[src/include/sysctl_regs.vh]
// Register offsets, field positions and timing counts of the system state controller
`ifndef SYSCTL_REGS_VH
`define SYSCTL_REGS_VH
`define OFS_CAUSE 4'h0
`define OFS_CTRL 4'h4
`define OFS_STATUS 4'h8
`define BIT_POR 0
`define BIT_PIN 1
`define BIT_WDOG 2
`define BIT_OPC 3
`define BIT_ADR 4
`define BIT_MON 5
`define BIT_LOW 6
`define CTRL_SHORT_STOP_RECOVERY_OPTION 0
`define CTRL_STOPEN 1
`define CTRL_MON 2
`define LONG_CYC 13'h1000
`define SHORT_CYC 13'h0020
`define PIN_SHORT_CYC 13'h0043
`define PIN_LONG_CYC 13'h1043
`define VEC_NORMAL 16'hFFFE
`define VEC_MONITOR 16'hFEFE
`define RESP_OK 2'h0
`define RESP_ERR 2'h2
`endif

[src/hdl/system_state_controller.v]
// System reset and clock sequencer with AXI4-Lite register slave
//
// The AXI4-Lite interface to the registers and the register addresses were chosen for this implementation.
`timescale 1ns/1ps
`include "sysctl_regs.vh"
module system_state_controller (
   input wire aclk,
   input wire aresetn,
   input wire power_on_pulse,
   input wire low_voltage_in,
   input wire watchdog_overflow,
   input wire irq_test_voltage,
   input wire bad_opcode_in,
   input wire stop_instr,
   input wire wait_instr,
   input wire opcode_fetch,
   input wire unmapped_access,
   input wire monitor_entry_reset,
   input wire wake_event,
   input wire reset_pin_in,
   output reg reset_pin_out,
   output reg reset_pin_oe,
   output reg internal_reset,
   output reg [15:0] reset_vector,
   output reg half_osc_clock,
   output reg cpu_clock,
   output reg periph_clock,
   output reg osc_enable,
   output reg watchdog_enable,
   input wire [3:0] s_axi_awaddr,
   input wire s_axi_awvalid,
   output reg s_axi_awready,
   input wire [31:0] s_axi_wdata,
   input wire [3:0] s_axi_wstrb,
   input wire s_axi_wvalid,
   output reg s_axi_wready,
   output reg [1:0] s_axi_bresp,
   output reg s_axi_bvalid,
   input wire s_axi_bready,
   input wire [3:0] s_axi_araddr,
   input wire s_axi_arvalid,
   output reg s_axi_arready,
   output reg [31:0] s_axi_rdata,
   output reg [1:0] s_axi_rresp,
   output reg s_axi_rvalid,
   input wire s_axi_rready
);
   localparam S_RUN = 7'b0000001;
   localparam S_LONG = 7'b0000010;
   localparam S_PIN = 7'b0000100;
   localparam S_HOLD = 7'b0001000;
   localparam S_STOP = 7'b0010000;
   localparam S_WAIT = 7'b0100000;
   localparam S_WAKE = 7'b1000000;
   reg [6:0] state;
   reg [12:0] counter;
   reg [6:0] reset_cause_register;
   reg [2:0] ctrl;
   reg pin_s1;
   reg pin_s2;
   reg wdog_s1;
   reg wdog_s2;
   reg [12:0] pin_low_cnt;
   reg long_origin;
   reg phase;
   reg [1:0] div;
   reg aw_held;
   reg w_held;
   reg [3:0] aw_addr;
   reg [31:0] w_data;
   reg [3:0] w_strb;
   wire stop_illegal = stop_instr & ~ctrl[`CTRL_STOPEN];
   wire opc_evt = bad_opcode_in | stop_illegal;
   wire adr_evt = unmapped_access & opcode_fetch;
   wire wdog_evt = wdog_s2 & ~(irq_test_voltage & ctrl[`CTRL_MON]);
   wire short_evt = opc_evt | adr_evt | wdog_evt | monitor_entry_reset;
   wire long_evt = power_on_pulse | low_voltage_in;
   wire pin_low = ~pin_s2;
   wire busy = (state == S_LONG) | (state == S_PIN) | (state == S_HOLD);
   wire read_cause = s_axi_rvalid & s_axi_rready & phase;
   wire [12:0] pin_need = long_origin ? `PIN_LONG_CYC : `PIN_SHORT_CYC;
   // Synchronisers for asynchronous pin and watchdog
   always @(posedge aclk) begin
      pin_s1 <= reset_pin_in;
      pin_s2 <= pin_s1;
      wdog_s1 <= watchdog_overflow;
      wdog_s2 <= wdog_s1;
   end
   // Reset sequencer
   always @(posedge aclk) begin
      if (!aresetn || power_on_pulse) begin
         state <= S_LONG;
         counter <= 13'h0000;
         reset_pin_out <= 1'b0;
         reset_pin_oe <= 1'b1;
         internal_reset <= 1'b1;
         long_origin <= 1'b1;
         osc_enable <= 1'b1;
      end else if (low_voltage_in) begin
         state <= S_LONG;
         counter <= 13'h0000;
         reset_pin_oe <= 1'b1;
         internal_reset <= 1'b1;
         long_origin <= 1'b1;
      end else if (short_evt && !busy) begin
         state <= S_PIN;
         counter <= 13'h0000;
         reset_pin_oe <= 1'b1;
         internal_reset <= 1'b1;
         long_origin <= 1'b0;
      end else begin
         reset_pin_out <= 1'b0;
         case (state)
            S_LONG: begin
               counter <= counter + 13'h0001;
               if (counter == `LONG_CYC + `SHORT_CYC - 13'h0001) begin
                  state <= S_HOLD;
                  counter <= 13'h0000;
                  reset_pin_oe <= 1'b0;
               end
            end
            S_PIN: begin
               counter <= counter + 13'h0001;
               if (counter == `SHORT_CYC - 13'h0001) begin
                  state <= S_HOLD;
                  counter <= 13'h0000;
                  reset_pin_oe <= 1'b0;
               end
            end
            S_HOLD: begin
               counter <= counter + 13'h0001;
               if (counter >= `SHORT_CYC - 13'h0001 && !pin_low) begin
                  state <= S_RUN;
                  internal_reset <= 1'b0;
               end
            end
            S_STOP: begin
               if (wake_event || pin_low) begin
                  state <= S_WAKE;
                  counter <= 13'h0000;
               end
            end
            S_WAKE: begin
               counter <= counter + 13'h0001;
               if (counter == (ctrl[`CTRL_SHORT_STOP_RECOVERY_OPTION] ? `SHORT_CYC : `LONG_CYC) - 13'h0001) begin
                  state <= S_RUN;
               end
            end
            S_WAIT: begin
               if (wake_event) begin
                  state <= S_RUN;
               end
            end
            default: begin
               counter <= counter + 13'h0001;
               if (pin_low) begin
                  internal_reset <= 1'b1;
               end else if (internal_reset) begin
                  internal_reset <= 1'b0;
               end else if (stop_instr && ctrl[`CTRL_STOPEN]) begin
                  state <= S_STOP;
                  counter <= 13'h0000;
               end else if (wait_instr) begin
                  state <= S_WAIT;
               end
            end
         endcase
      end
   end
   // Pin low duration and cause flags
   always @(posedge aclk) begin
      if (!aresetn) begin
         pin_low_cnt <= 13'h0000;
         reset_cause_register <= 7'h01;
      end else if (power_on_pulse) begin
         pin_low_cnt <= 13'h0000;
         reset_cause_register <= 7'h01;
      end else begin
         if (pin_low && !reset_pin_oe && pin_low_cnt != 13'h1FFF) begin
            pin_low_cnt <= pin_low_cnt + 13'h0001;
         end else if (!pin_low) begin
            pin_low_cnt <= 13'h0000;
         end
         if (read_cause) begin
            reset_cause_register <= 7'h00;
         end
         if (pin_low_cnt == pin_need) begin
            reset_cause_register[`BIT_PIN] <= 1'b1;
         end
         if (wdog_evt) begin
            reset_cause_register[`BIT_WDOG] <= 1'b1;
         end
         if (opc_evt) begin
            reset_cause_register[`BIT_OPC] <= 1'b1;
         end
         if (adr_evt) begin
            reset_cause_register[`BIT_ADR] <= 1'b1;
         end
         if (monitor_entry_reset) begin
            reset_cause_register[`BIT_MON] <= 1'b1;
         end
         if (low_voltage_in) begin
            reset_cause_register[`BIT_LOW] <= 1'b1;
         end
      end
   end
   // Clock division and gating
   always @(posedge aclk) begin
      if (!aresetn) begin
         div <= 2'h0;
         half_osc_clock <= 1'b0;
         cpu_clock <= 1'b0;
         periph_clock <= 1'b0;
         watchdog_enable <= 1'b0;
         reset_vector <= `VEC_NORMAL;
      end else begin
         div <= div + 2'h1;
         half_osc_clock <= ~div[0];
         cpu_clock <= ~div[1] & (state == S_RUN) & ~internal_reset;
         periph_clock <= ~div[1] & ((state == S_RUN) | (state == S_WAIT));
         watchdog_enable <= ~(irq_test_voltage & ctrl[`CTRL_MON]);
         reset_vector <= ctrl[`CTRL_MON] ? `VEC_MONITOR : `VEC_NORMAL;
      end
   end
   // AXI4-Lite slave
   always @(posedge aclk) begin
      if (!aresetn || (internal_reset && state != S_RUN)) begin
         aw_held <= 1'b0;
         w_held <= 1'b0;
         aw_addr <= 4'h0;
         w_data <= 32'h00000000;
         w_strb <= 4'h0;
         s_axi_awready <= 1'b0;
         s_axi_wready <= 1'b0;
         s_axi_bvalid <= 1'b0;
         s_axi_bresp <= `RESP_OK;
         s_axi_arready <= 1'b0;
         s_axi_rvalid <= 1'b0;
         s_axi_rdata <= 32'h00000000;
         s_axi_rresp <= `RESP_OK;
         ctrl <= 3'h0;
         phase <= 1'b0;
      end else begin
         s_axi_awready <= ~aw_held & ~s_axi_awready & s_axi_awvalid & ~s_axi_bvalid;
         s_axi_wready <= ~w_held & ~s_axi_wready & s_axi_wvalid & ~s_axi_bvalid;
         if (s_axi_awvalid && s_axi_awready) begin
            aw_held <= 1'b1;
            aw_addr <= s_axi_awaddr;
         end
         if (s_axi_wvalid && s_axi_wready) begin
            w_held <= 1'b1;
            w_data <= s_axi_wdata;
            w_strb <= s_axi_wstrb;
         end
         if (aw_held && w_held && !s_axi_bvalid) begin
            s_axi_bvalid <= 1'b1;
            aw_held <= 1'b0;
            w_held <= 1'b0;
            if (aw_addr == `OFS_CTRL) begin
               s_axi_bresp <= `RESP_OK;
               if (w_strb[0]) begin
                  ctrl <= w_data[2:0];
               end
            end else if (aw_addr == `OFS_CAUSE || aw_addr == `OFS_STATUS) begin
               s_axi_bresp <= `RESP_OK;
            end else begin
               s_axi_bresp <= `RESP_ERR;
            end
         end else if (s_axi_bvalid && s_axi_bready) begin
            s_axi_bvalid <= 1'b0;
         end
         s_axi_arready <= ~s_axi_arready & s_axi_arvalid & ~s_axi_rvalid;
         if (s_axi_arvalid && s_axi_arready) begin
            s_axi_rvalid <= 1'b1;
            phase <= (s_axi_araddr == `OFS_CAUSE);
            s_axi_rresp <= `RESP_OK;
            case (s_axi_araddr)
               `OFS_CAUSE: s_axi_rdata <= {25'h0000000, reset_cause_register};
               `OFS_CTRL: s_axi_rdata <= {29'h00000000, ctrl};
               `OFS_STATUS: s_axi_rdata <= {25'h0000000, state};
               default: begin
                  s_axi_rdata <= 32'h00000000;
                  s_axi_rresp <= `RESP_ERR;
               end
            endcase
         end else if (s_axi_rvalid && s_axi_rready) begin
            s_axi_rvalid <= 1'b0;
            phase <= 1'b0;
         end
      end
   end
endmodule

[config.mk]
export PLATFORM = sky130hd
export DESIGN_NAME = system_state_controller
export DESIGN_NICKNAME = d
export VERILOG_FILES = /design/src/hdl/system_state_controller.v
export VERILOG_INCLUDE_DIRS = /design/src /design/src/include
export SDC_FILE = /design/constraint.sdc
export NUM_CORES = 1
export LEC_CHECK = 0
export BUFFER_PORTS_ARGS = -buffer_cell sky130_fd_sc_hd__buf_4
export CAP_MARGIN = 15
export CORE_ASPECT_RATIO = 0.75
export CORE_MARGIN = 3
export CORE_UTILIZATION = 55
export CTS_CLUSTER_SIZE = 8
export DETAILED_ROUTE_END_ITERATION = 10
export PLACE_DENSITY = 0.86
export SYNTH_ARGS = -nofsm -noshare
export SYNTH_HDL_FRONTEND = slang
export SYNTH_SLANG_ARGS = --single-unit
[constraint.sdc]
create_clock -name aclk -period 5.3 [get_ports aclk]
set_input_delay 1.325 -clock aclk [delete_from_list [all_inputs] [get_ports aclk]]
set_output_delay 1.325 -clock aclk [all_outputs]
set_load 0.03 [all_outputs]
Word-level counts from Yosys, hierarchy flattened
Cells that the tools add are included.
- reduce and logical (&&, ||, !) cells: 50
- eq/ne operators: 31
- $add $sub $neg: 4
- bitwise operators: 40
- order comparisons: 1
- shift-type cells: 0
- $mul: 0
- multiplexer cells: 46
- div/mod/pow operators: 0
- operators by type and width (cell ; number):
    $mux W13 ; 10
    $mux W7 ; 11
    $pmux W13 S5 ; 1
    $pmux W7 S6 ; 1
    $add A13 B1 Y13 const B ; 2
    $eq A13 B13 Y1 ; 2
    $pmux W7 S3 ; 1
    $reduce_bool A2 Y1 ; 10
    $reduce_and A9 Y1 ; 2
    $and A1 B1 Y1 ; 17
    $not A1 Y1 ; 16
    $reduce_bool A8 Y1 ; 2
    $mux W1 ; 15
    $ne A7 B1 Y1 const B ; 2
    $eq A13 B13 Y1 const B ; 1
    $eq A13 B5 Y1 const B ; 1
    $ge A13 B5 Y1 const B ; 1
    $logic_and A1 B1 Y1 ; 13
    $ne A13 B13 Y1 const B ; 1
    $sub A13 B1 Y13 const B ; 1
    $mux W9 ; 1
    $ne A3 B1 Y1 const B ; 3
    $ne A3 B3 Y1 const B ; 3
    $reduce_bool A9 Y1 ; 1
    other kinds (26) ; 54
- input bits: 63
- bits in latches: 0
- word-level logic and storage cells: 211
- memory bits (writable): 0
- register bits after elaboration: 124
- memory bits (read-only): 0
- output and inout port bits: 65
- memories: 0

Longest topological paths before layout
Gate-level depths: netlist of the first run.
- depth after elaboration: 9
- gate-level depth with buffers: 9
- depth with buffers taken out: 8

Worst setup path after synthesis of the first run
No wires, ideal clock.
- kind: in2reg
- start: input s_axi_araddr[3]
- end: register s_axi_rdata[0]
- setup slack: 2633 ps
- library setup time: 70 ps
- buffers on the path: 1
- stages on the path: 4
- required time: 5230 ps
- data arrival time: 2597 ps
- cell sequence: clkbuf_1 a2111oi_0 nand3_1 a21oi_1
- longest elaborated chain between the ends: 2
- elaborated cells between the ends (all ways): 4
- classes of those cells: 2 x eq/ne; 1 x mux; 1 x reduce/logical
- ends and longest elaborated chain (what ; RTL line ; text):
    start, declared ; system_state_controller.v:40 ; input wire [3:0] s_axi_araddr,
    $eq A4 B4 Y1 (tied with other cells) ; system_state_controller.v:277 ; case (s_axi_araddr)
    $pmux W7 S3 * ; system_state_controller.v:277 ;
    end signal, assigned ; system_state_controller.v:278 ; `OFS_CAUSE: s_axi_rdata <= {25'h0000000, reset_cause_register};
    end signal, assigned ; system_state_controller.v:279 ; `OFS_CTRL: s_axi_rdata <= {29'h00000000, ctrl};
    end signal, assigned ; system_state_controller.v:280 ; `OFS_STATUS: s_axi_rdata <= {25'h0000000, state};
    end, declared ; system_state_controller.v:43 ; output reg [31:0] s_axi_rdata,
Every way passes the cells marked *; elsewhere a longest branch is shown, timed or not.
A chain may end at the register's enable or synchronous reset.

Worst setup path in the final report of the first run
- start: input stop_instr
- end: register counter[12]
- longest elaborated chain between the ends: 7
- elaborated cells between the ends (all ways): 12
- classes of those cells: 4 x mux; 5 x bitwise; 3 x reduce/logical
- ends and longest elaborated chain (what ; RTL line ; text):
    start, declared ; system_state_controller.v:14 ; input wire stop_instr,
    $and A1 B1 Y1 ; system_state_controller.v:72 ; wire stop_illegal = stop_instr & ~ctrl[`CTRL_STOPEN];
    $or A1 B1 Y1 ; system_state_controller.v:73 ; wire opc_evt = bad_opcode_in | stop_illegal;
    $or A1 B1 Y1 (3 in a row) ; system_state_controller.v:76 ; wire short_evt = opc_evt | adr_evt | wdog_evt | monitor_entry_reset;
    $logic_and A1 B1 Y1 ; system_state_controller.v:105 ; end else if (short_evt && !busy) begin
    $reduce_or A3 Y1 (no line) ; n/a ;
    end signal, assigned ; system_state_controller.v:115 ; counter <= counter + 13'h0001;
    end signal, assigned ; system_state_controller.v:123 ; counter <= counter + 13'h0001;
    end signal, assigned ; system_state_controller.v:131 ; counter <= counter + 13'h0001;
    end, declared ; system_state_controller.v:56 ; reg [12:0] counter;
Parallel ways exist; a longest one is shown, timed or not.

==> out/metrics.yaml, run 1 <==
post-cts-setup-buffers: 0
portBuffers: 51
synth-async-reset-ratio_pct: 0
yosys.area.top_type: "dfxtp_1"
grt_max_degree: 28
hold_buffers: 0
cp_common_cell: "nand2_1"
ys_ff_latch: 81
die-area_mm2: 0.00820
cts-root-buf: "clkbuf_8"
min_path_type: "register to register"
cts.sinks: 81
synth_edf_count: 0
fp-row-count: 26
pwr-share-seq_pct: 50.9
boundaryPins: 128
synth_top_family_by_area: "simple AND/OR/NAND/NOR gates"
cts.path.max_buffers: 2
drv_slew: 0
synth_fa_ha_area_share_pct: 0.637
crit_fanout: 12
layout.nets: 573
maxCapViolCount: 0
p_int_mw: 0.918
hpwl_um: 6110
crit_slowest_cell: "o21ai_1"
grt_first_pass_wirelength_um: 13500
path_cells: "buf_4, a21oi_1, nand2_1, o21ai_1, nand2_1, a41o_1, nor2_1"
synthTopCellsByCount: "81 x dfxtp_1, 68 x nor2_1, 45 x buf_4, 38 x nand2_1, 29 x a21oi_1"
fp.dieH_um: 79.2
synth_most_common_cell: "dfxtp_1"
syn_area_per_cell_um2: 8.50
cts_resized: 0
synth.distinct_cells: 53
combPwrFrac_pct: 7.0
final.period_utilization_pct: 55.8
synth.area.top_cells: "dfxtp_1 41%, buf_4 8.6%, nor2_1 6.5%"
core-area_mm2: 0.00686
synth_flop_cell: "dfxtp_1"
required_ns: 5.59
tns_ns: 0
critPathCaptureType: "register"
status: "finished, final reports clean"
critPathArrivalTime_ns: 3.25
clock_latency_ns: 0.36
syn_inst: 462
power_density_mw_per_mm2: 275
switching_share_pct: 24.3
ant_nets: 0
clock_skew_ns: 0.00992
drive_gt1_share_pct: 14.6
setup.worst_path.end: "counter[12]"
syn_to_final_growth_pct: 12.3
initial_core_util_pct: 57.2
ir_drop_v: 0.000234
cts_tree: "yes"
hold_violations: 0
multi_input_area_mm2: 0.00204
vias_per_cell: 5.24
ff2ff_path_depth: 7
grt_antenna_before_repair: 0
r2r_start: "state[4]"
p_clk_share_pct: 42.1
holdWs_ns: 0.336
max-slew-margin-rel_pct: 29.4
fillers: 572
drtIter0Drc: 314
grt_overflow: 0
period_needed_ns: 2.96
dp_cells: 595
rrSetupSlack_ns: 2.80
max_stage_delay_ns: 0.44
reg2reg_to: "state[5]"
worst_pin_slew_ns: 1.03
cp-startpoint: "stop_instr"
total_power_mw: 1.21
fmax_mhz: 338
final_cells: 611
seq_area_mm2: 0.00162
die_x_um: 104
first_global_vias: 2974
synth_xor_area_share_pct: 6.24
synth_top_area_share_pct: 41.3
synth_warnings: 0
cts_buffers: 9
track_usage_pct: 20.0
synth_compound_area_share_pct: 11.6
setup_viol: 0
leakage_nw: 1.65
startpoint_type: "input pin"
clkTransAtPathRegs_ns: 0.08
wl_per_cell_um: 13.4
crit_type: "input pin to register"
diodes: 0
dr.pass1.iters: 4
drc: 0
vias: 3201
wl_um: 8180
p_sw_mw: 0.294
rsz0062_at_grt: "no"
syn_area_mm2: 0.00393
ys_seq_area_share_pct: 41.3
synthSimpleGateAreaFrac_pct: 25.1
cts_max_level: 3
routabilityCongestion: 0.905
synth_mux_area_share_pct: 4.08
how the worst min path moves through the flow:
stage	start	end	slack (ns)	depth (start not counted)
3_5_place_dp	wdog_s1	wdog_s2	0.32	0
5_1_grt	wdog_s1	wdog_s2	0.35	0
4_1_cts	wdog_s1	wdog_s2	0.34	0
2_1_floorplan	pin_s1	pin_s2	0.31	0
6_report	pin_s1	pin_s2	0.34	0
3_3_place_gp	pin_s1	pin_s2	0.31	0
logic make-up (layout without fill, tap and decap cells):
logic type / count (synthesis) / count (layout)
xor+xnor: 28 / 28
fa+ha+maj: 2 / 2
other cells: 2 / 44
simple gates: 200 / 200
flops: 81 / 81
buf+inv: 64 / 73
mux: 16 / 16
compound gates: 69 / 69
placed cells by master (no fill, tap or decap), drive strengths merged, types with 9 or more instances in the layout:
cell type | netlist | final
clkbuf | 7 | 11
nor3 | 14 | 14
nor2 | 69 | 69
mux2i | 16 | 16
buf | 51 | 51
xnor2 | 10 | 10
nand2 | 38 | 38
nor2b | 9 | 9
conb | 2 | 44
nand3 | 23 | 23
dfxtp | 81 | 81
xor2 | 18 | 18
a21oi | 29 | 29
o21ai | 10 | 10
power groups by stage:
| stage | logic, mW | registers [mW] | clock network, mW |
|---|---|---|---|
| after floorplan | 0.0816 | 0.632 | 0 |
| after global placement | 0.0820 | 0.631 | 0 |
| after detailed placement | 0.0832 | 0.632 | 0 |
| after CTS | 0.0834 | 0.617 | 0.518 |
| after global routing | 0.0900 | 0.618 | 0.540 |
| final | 0.0846 | 0.617 | 0.510 |
registers in the layout (all words and copies together) (netlist names), 2 cells and up:
| name | count |
|---|---|
| div | 2 |
| counter | 13 |
| reset_cause_register | 7 |
| pin_low_cnt | 13 |
| s_axi_rdata | 7 |
| w_data | 3 |
| aw_addr | 4 |
| state | 7 |
| ctrl | 3 |
worst max-delay path, delay by kind of cell:
family | cells | cell delay, ns
buffers and inverters | 1 | 0.13
AOI/OAI and AO/OA | 3 | 1.18
and+or+nand+nor | 3 | 0.61
metrics by stage:
| step | util (%) | instance area (um2) | setup slack, ns |
|---|---|---|---|
| floorplan | - | 4090 | 2.63 |
| global placement | 61.0 | 4190 | 2.07 |
| detailed placement | 61.0 | 4190 | 2.04 |
| CTS | 64.3 | 4410 | 2.39 |
| global route | 64.3 | 4410 | 2.26 |
| finish | 64.3 | 4410 | 2.34 |
per-layer routing:
layer / vias up / track usage (%) / wire [um]
met5: - / 0 / 0
met4: 0 / 7.70 / 98
met3: 9 / 5.04 / 534
met2: 94 / 33.9 / 3820
met1: 1500 / 24.7 / 3730
li1: 1598 / - / -
area by class of cell:
type                    count  share of cell area [%]
clock buffers              11                    3.20
flip-flops and latches     81                    36.7
multi-input cells         359                    46.1
repair buffers             51                    8.68
well taps                  98                    2.78
inverters                   6                   0.510
clock inverters             5                    1.96
Note: power is estimated with default switching activity, not from simulation.
==> run 2, diff against run 1 <==
ABC_AREA = 1   (was default)
CORE_UTILIZATION = 51   (was 55)
PLACE_DENSITY = 0.8   (was 0.86)
clock period = 2.95 ns   (was 5.3 ns; I/O delays follow)
==> out/metrics.yaml, run 2 <==
status: "finished, final reports clean"
initial_core_util_pct: 54.0
syn_inst: 568
power_density_mw_per_mm2: 699
startpoint_type: "register"
hold_buffers: 0
multi_input_area_mm2: 0.00204
top_regs: "counter: 13 flops, pin_low_cnt: 13 flops"
synth-async-reset-ratio_pct: 0
die_x_um: 109
cts_max_level: 3
cts.sinks: 81
fp.dieH_um: 83.5
synthTopCellsByCount: "107 x nand2_1, 81 x dfxtp_1, 68 x nor2_1, 54 x nand3_1"
grt_overflow: 0
top_layer: "met4"
grt_first_pass_wirelength_um: 14700
portBuffers: 51
routabilityCongestion: 0.888
ys_ff_latch: 81
cts_tree: "yes"
crit_family: "compound AO/OA/AOI/OAI gates"
setup_viol: 0
total_power_mw: 3.21
grt_antenna_before_repair: 0
min_from: "pin_s1"
crit_fanout: 16
met2_length_um: 4020
layout.nets: 686
max-slew-margin-rel_pct: 31.1
post-cts-setup-buffers: 0
syn_area_per_cell_um2: 7.19
ant_nets: 0
crit_type: "register to register"
syn_area_mm2: 0.00409
clock_latency_ns: 0.35
synth.distinct_cells: 41
required_ns: 3.24
hpwl_um: 6890
max_stage_delay_ns: 0.77
fmax_mhz: 471
syn_to_final_growth_pct: 12.3
critPathArrivalTime_ns: 2.41
seq_area_mm2: 0.00162
boundaryPins: 128
dp_cells: 711
final.period_utilization_pct: 71.9
diodes: 0
critPathCaptureType: "register"
cts.path.max_buffers: 2
final_cell_mix: "107 x nand2_1, 81 x dfxtp_1, 68 x nor2_1"
worst_pin_slew_ns: 1.03
vias: 3729
die-area_mm2: 0.00913
clock_skew_ns: 0.00938
cts-root-buf: "clkbuf_8"
final_cells: 727
grt_max_degree: 20
leakage_nw: 1.79
synth_edf_count: 0
core-area_mm2: 0.00757
maxCapViolCount: 0
cts_resized: 0
synth_flop_cell: "dfxtp_1"
synth_most_common_cell: "nand2_1"
synth_warnings: 0
wl_met1_um: 4220
path_cells: "inv_1, nand2_1, a31oi_1, nand3_1, a21oi_1"
wl_per_cell_um: 12.5
dr.pass1.iters: 5
vias_per_cell: 5.13
tns_ns: 0
ir_drop_v: 0.000351
ys_seq_area_share_pct: 39.7
r2r_start: "pin_s2"
cts_buffers: 9
yosys.area.top_type: "dfxtp_1"
final_common_cell: "nand2_1"
drc: 0
track_usage_pct: 19.8
fillers: 677
rsz0062_at_grt: "no"
cp-startpoint: "pin_s2"
drtIter0Drc: 216
synth_top_area_share_pct: 39.7
wl_met3_um: 725
drive_gt1_share_pct: 15.7
period_needed_ns: 2.12
clkTransAtPathRegs_ns: 0.09
synth.area.top_cells: "dfxtp_1 40%, nand2_1 9.8%, buf_4 8.3%"
hold_violations: 0
wl_um: 9090
crit_buf_inv: 1
crit_slowest_cell: "a31oi_1"
fp-row-count: 27
drv_slew: 0
first_global_vias: 3330
min_path_type: "register to register"
## run 2: changes by cell type in the layout (fill, tap and decap cells not counted), moves of 6 or more
cell	before	now
xor2_1	18	7
nand3_1	23	54
nor2_2	1	8
nand2b_1	7	0
a21oi_1	29	49
nand2_1	38	107
nor2b_1	9	0
and3_1	6	0
inv_1	6	49
xnor2_1	10	3
mux2i_1	16	0
## run 2: final cells by class
cell class	count	share of cell area (%)
Multi-Input combinational cell	422	44.4
Sequential cell	81	35.4
Timing Repair Buffer	52	8.51
Inverter	55	4.50
Clock buffer	10	3.00
Tap cell	101	2.76
Clock inverter	6	1.45
## run 2: cell families (layout without fill, tap and decap cells)
group	count (synthesis)	count (layout)	synth area share [%]
xor gates and xnor gates	10	10	2.14
DFF	81	81	39.7
AOI/OAI and AO/OA	80	80	11.1
buffers and inverters	107	123	14.3
other	2	44	0.184
and+or+nand+nor	286	286	32.0
adders and majority gates	2	2	0.612
## run 2: where the power goes
part           leakage [nW]  internal (mW)  switching (mW)
logic                  1.04          0.341           0.827
clock network        0.0949          0.415           0.410
registers             0.656           1.15          0.0614
## run 2: per-stage QoR
step / setup slack [ns] / hold slack (ns) / cell area (um2) / util (%)
after CTS: 0.814 / 0.336 / 4590 / 60.6
after global routing: 0.597 / 0.341 / 4590 / 60.6
after floorplan: 1.22 / 0.310 / 4240 / -
after detailed placement: 0.710 / 0.316 / 4380 / 57.9
after global placement: 0.773 / 0.315 / 4380 / 57.9
final: 0.829 / 0.334 / 4590 / 60.6
## run 2: worst register-to-register path: cells and delay by family, from the launching register on
family / cells / cell delay (ns)
and+or+nand+nor: 2 / 0.29
DFF: 1 / 0.38
buffers and inverters: 1 / 0.45
AOI/OAI and AO/OA: 2 / 0.95
## run 2: per-layer routing
layer  vias up  track usage (%)
met5         -                0
met4         0             6.57
met3        18             4.02
met2       146             29.9
met1      1685             28.0
li1       1880                -
## run 2: path summary, 6_finish.rpt
kind / endpoint / slack [ns] / depth (start not counted)
worst min register to register: pin_s2 / 0.33 / 0
worst max-delay path: pin_low_cnt[3] / 0.83 / 5
worst min-delay path: pin_s2 / 0.33 / 0
worst max register to register: pin_low_cnt[3] / 0.83 / 5
==> run 3, diff against run 2 <==
ABC_AREA = 0   (was 1)
CORE_UTILIZATION = 46   (was 51)
PLACE_DENSITY = 0.76   (was 0.8)
clock period = 1.9 ns   (was 2.95 ns; I/O delays follow)
==> out/metrics.yaml, run 3 (synthesis gave the netlist of run 1 again) <==
fp-row-count: 28
grt_first_pass_wirelength_um: 15400
startpoint_type: "register"
initial_core_util_pct: 48.5
hold_buffers: 0
die-area_mm2: 0.00970
cts_tree: "yes"
cts.path.max_buffers: 2
final.period_utilization_pct: 113
drc: 0
drtIter0Drc: 218
hold_violations: 0
wl_per_cell_um: 13.8
final_common_cell: "buf_4"
critPathArrivalTime_ns: 2.40
r2r_start: "counter[6]"
final_cell_mix: "106 x buf_4, 77 x dfxtp_1, 67 x nor2_1"
worst_pin_slew_ns: 0.574
clock_latency_ns: 0.34
critPathCaptureType: "register"
reg2reg_to: "state[2]"
grt_max_degree: 28
crit_fanout: 5
cts_max_level: 3
tns_ns: -2.49
setup_viol: 20
fmax_mhz: 466
cts-root-buf: "clkbuf_16"
drive_gt1_share_pct: 24.8
period_needed_ns: 2.15
switching_share_pct: 22.5
final_cells: 677
layout.nets: 633
max-slew-margin-rel_pct: 60.8
status: "complete, but fails checks"
fin_ws_ns: -0.247
place_ws_ns: -0.213
ant_nets: 0
dr.pass1.iters: 5
ir_drop_v: 0.000511
top_regs: "counter: 13 flops, pin_low_cnt: 13 flops"
cts.sinks: 81
place_area_mm2: 0.00465
setup.worst_path.end: "state[2]"
clkTransAtPathRegs_ns: 0.06
syn_to_final_growth_pct: 28.2
holdWs_ns: 0.237
rrSetupSlack_ns: -0.25
core-area_mm2: 0.00809
track_usage_pct: 19.6
cp-startpoint: "counter[6]"
cts_buffers: 9
finalInstanceArea_mm2: 0.00504
vias: 3489
vias_per_cell: 5.15
maxCapViolCount: 0
ff2ff_path_depth: 9
grt_antenna_before_repair: 0
post-route-util_pct: 62.2
wl_um: 9370
diodes: 0
p_sw_mw: 0.861
violations: "setup timing"
drv_slew: 0
p_clk_share_pct: 48.4
power_density_mw_per_mm2: 761
hpwl_um: 7040
first_global_vias: 3254
die_x_um: 113
required_ns: 2.15
boundaryPins: 128
routabilityCongestion: 0.870
combPwrFrac_pct: 6.7
rsz0062_at_grt: "yes"
portBuffers: 51
clock_skew_ns: 0.00846
dp_cells: 659
leakage_nw: 2.01
total_power_mw: 3.83
fp.dieH_um: 86.0
grt_overflow: 0
min_path_type: "input pin to register"
p_int_mw: 2.97
crit_type: "register to register"
pwr-share-seq_pct: 44.9
## run 3: cell types whose count changed in the layout (fill, tap and decap cells not counted), sizes merged, moves of 7 or more
cell,before,now
a21oi,50,29
buf,52,111
inv,55,7
mux2i,0,16
nand2,113,38
nand2b,0,7
nand3,57,23
nor2,80,69
nor2b,0,9
xnor2,3,10
xor2,7,18
## run 3: worst min path at each step
stage | from | to | slack (ns) | depth (start not counted)
6_report | watchdog_overflow | wdog_s1 | 0.24 | 1
5_1_grt | reset_pin_in | pin_s1 | 0.23 | 1
4_1_cts | watchdog_overflow | wdog_s1 | 0.23 | 1
3_5_place_dp | wdog_s1 | wdog_s2 | 0.32 | 0
3_3_place_gp | pin_s1 | pin_s2 | 0.31 | 0
2_1_floorplan | pin_s1 | pin_s2 | 0.31 | 0
## run 3: worst max-delay path, cell delays in order, from the launching register on
cell      delay [ns]
dfxtp_2         0.31
or4_4           0.54
nor4_4          0.23
nand3_1         0.13
a21o_1          0.22
o2111a_1        0.15
buf_6           0.14
buf_4           0.13
buf_6           0.11
o32ai_1         0.10
## run 3: power by group through the flow
stage | Sequential (mW) | Combinational [mW] | Clock [mW]
global placement | 1.76 | 0.248 | 0
floorplan | 1.76 | 0.227 | 0
CTS | 1.72 | 0.253 | 1.88
global route | 1.72 | 0.273 | 1.95
finish | 1.72 | 0.256 | 1.86
detailed placement | 1.76 | 0.252 | 0
## run 3: layer usage
| layer | GRT usage (%) | part of all wire, % | vias to the layer above |
|---|---|---|---|
| met3 | 6.42 | 6.8 | 5 |
| li1 | - | - | 1716 |
| met2 | 31.0 | 46 | 103 |
| met1 | 26.2 | 46 | 1665 |
| met5 | 0 | 0 | - |
| met4 | 4.26 | 0.66 | 0 |
## run 3: area by class of cell
cell class              count  area, um2
repair buffers            111        870
clock buffers              11        243
flip-flops and latches     81       1630
well taps                 105        131
fillers                   703       3060
multi-input cells         359       2070
clock inverters             4       76.3
inverters                   6       22.5
## run 3: what timing repair did
item                                   CTS  global route
setup buffers                            2             1
setup endpoints to repair               22            29
endpoints found under the hold margin    0             0
gates resized for setup                  4             9
pin swaps                                2             1
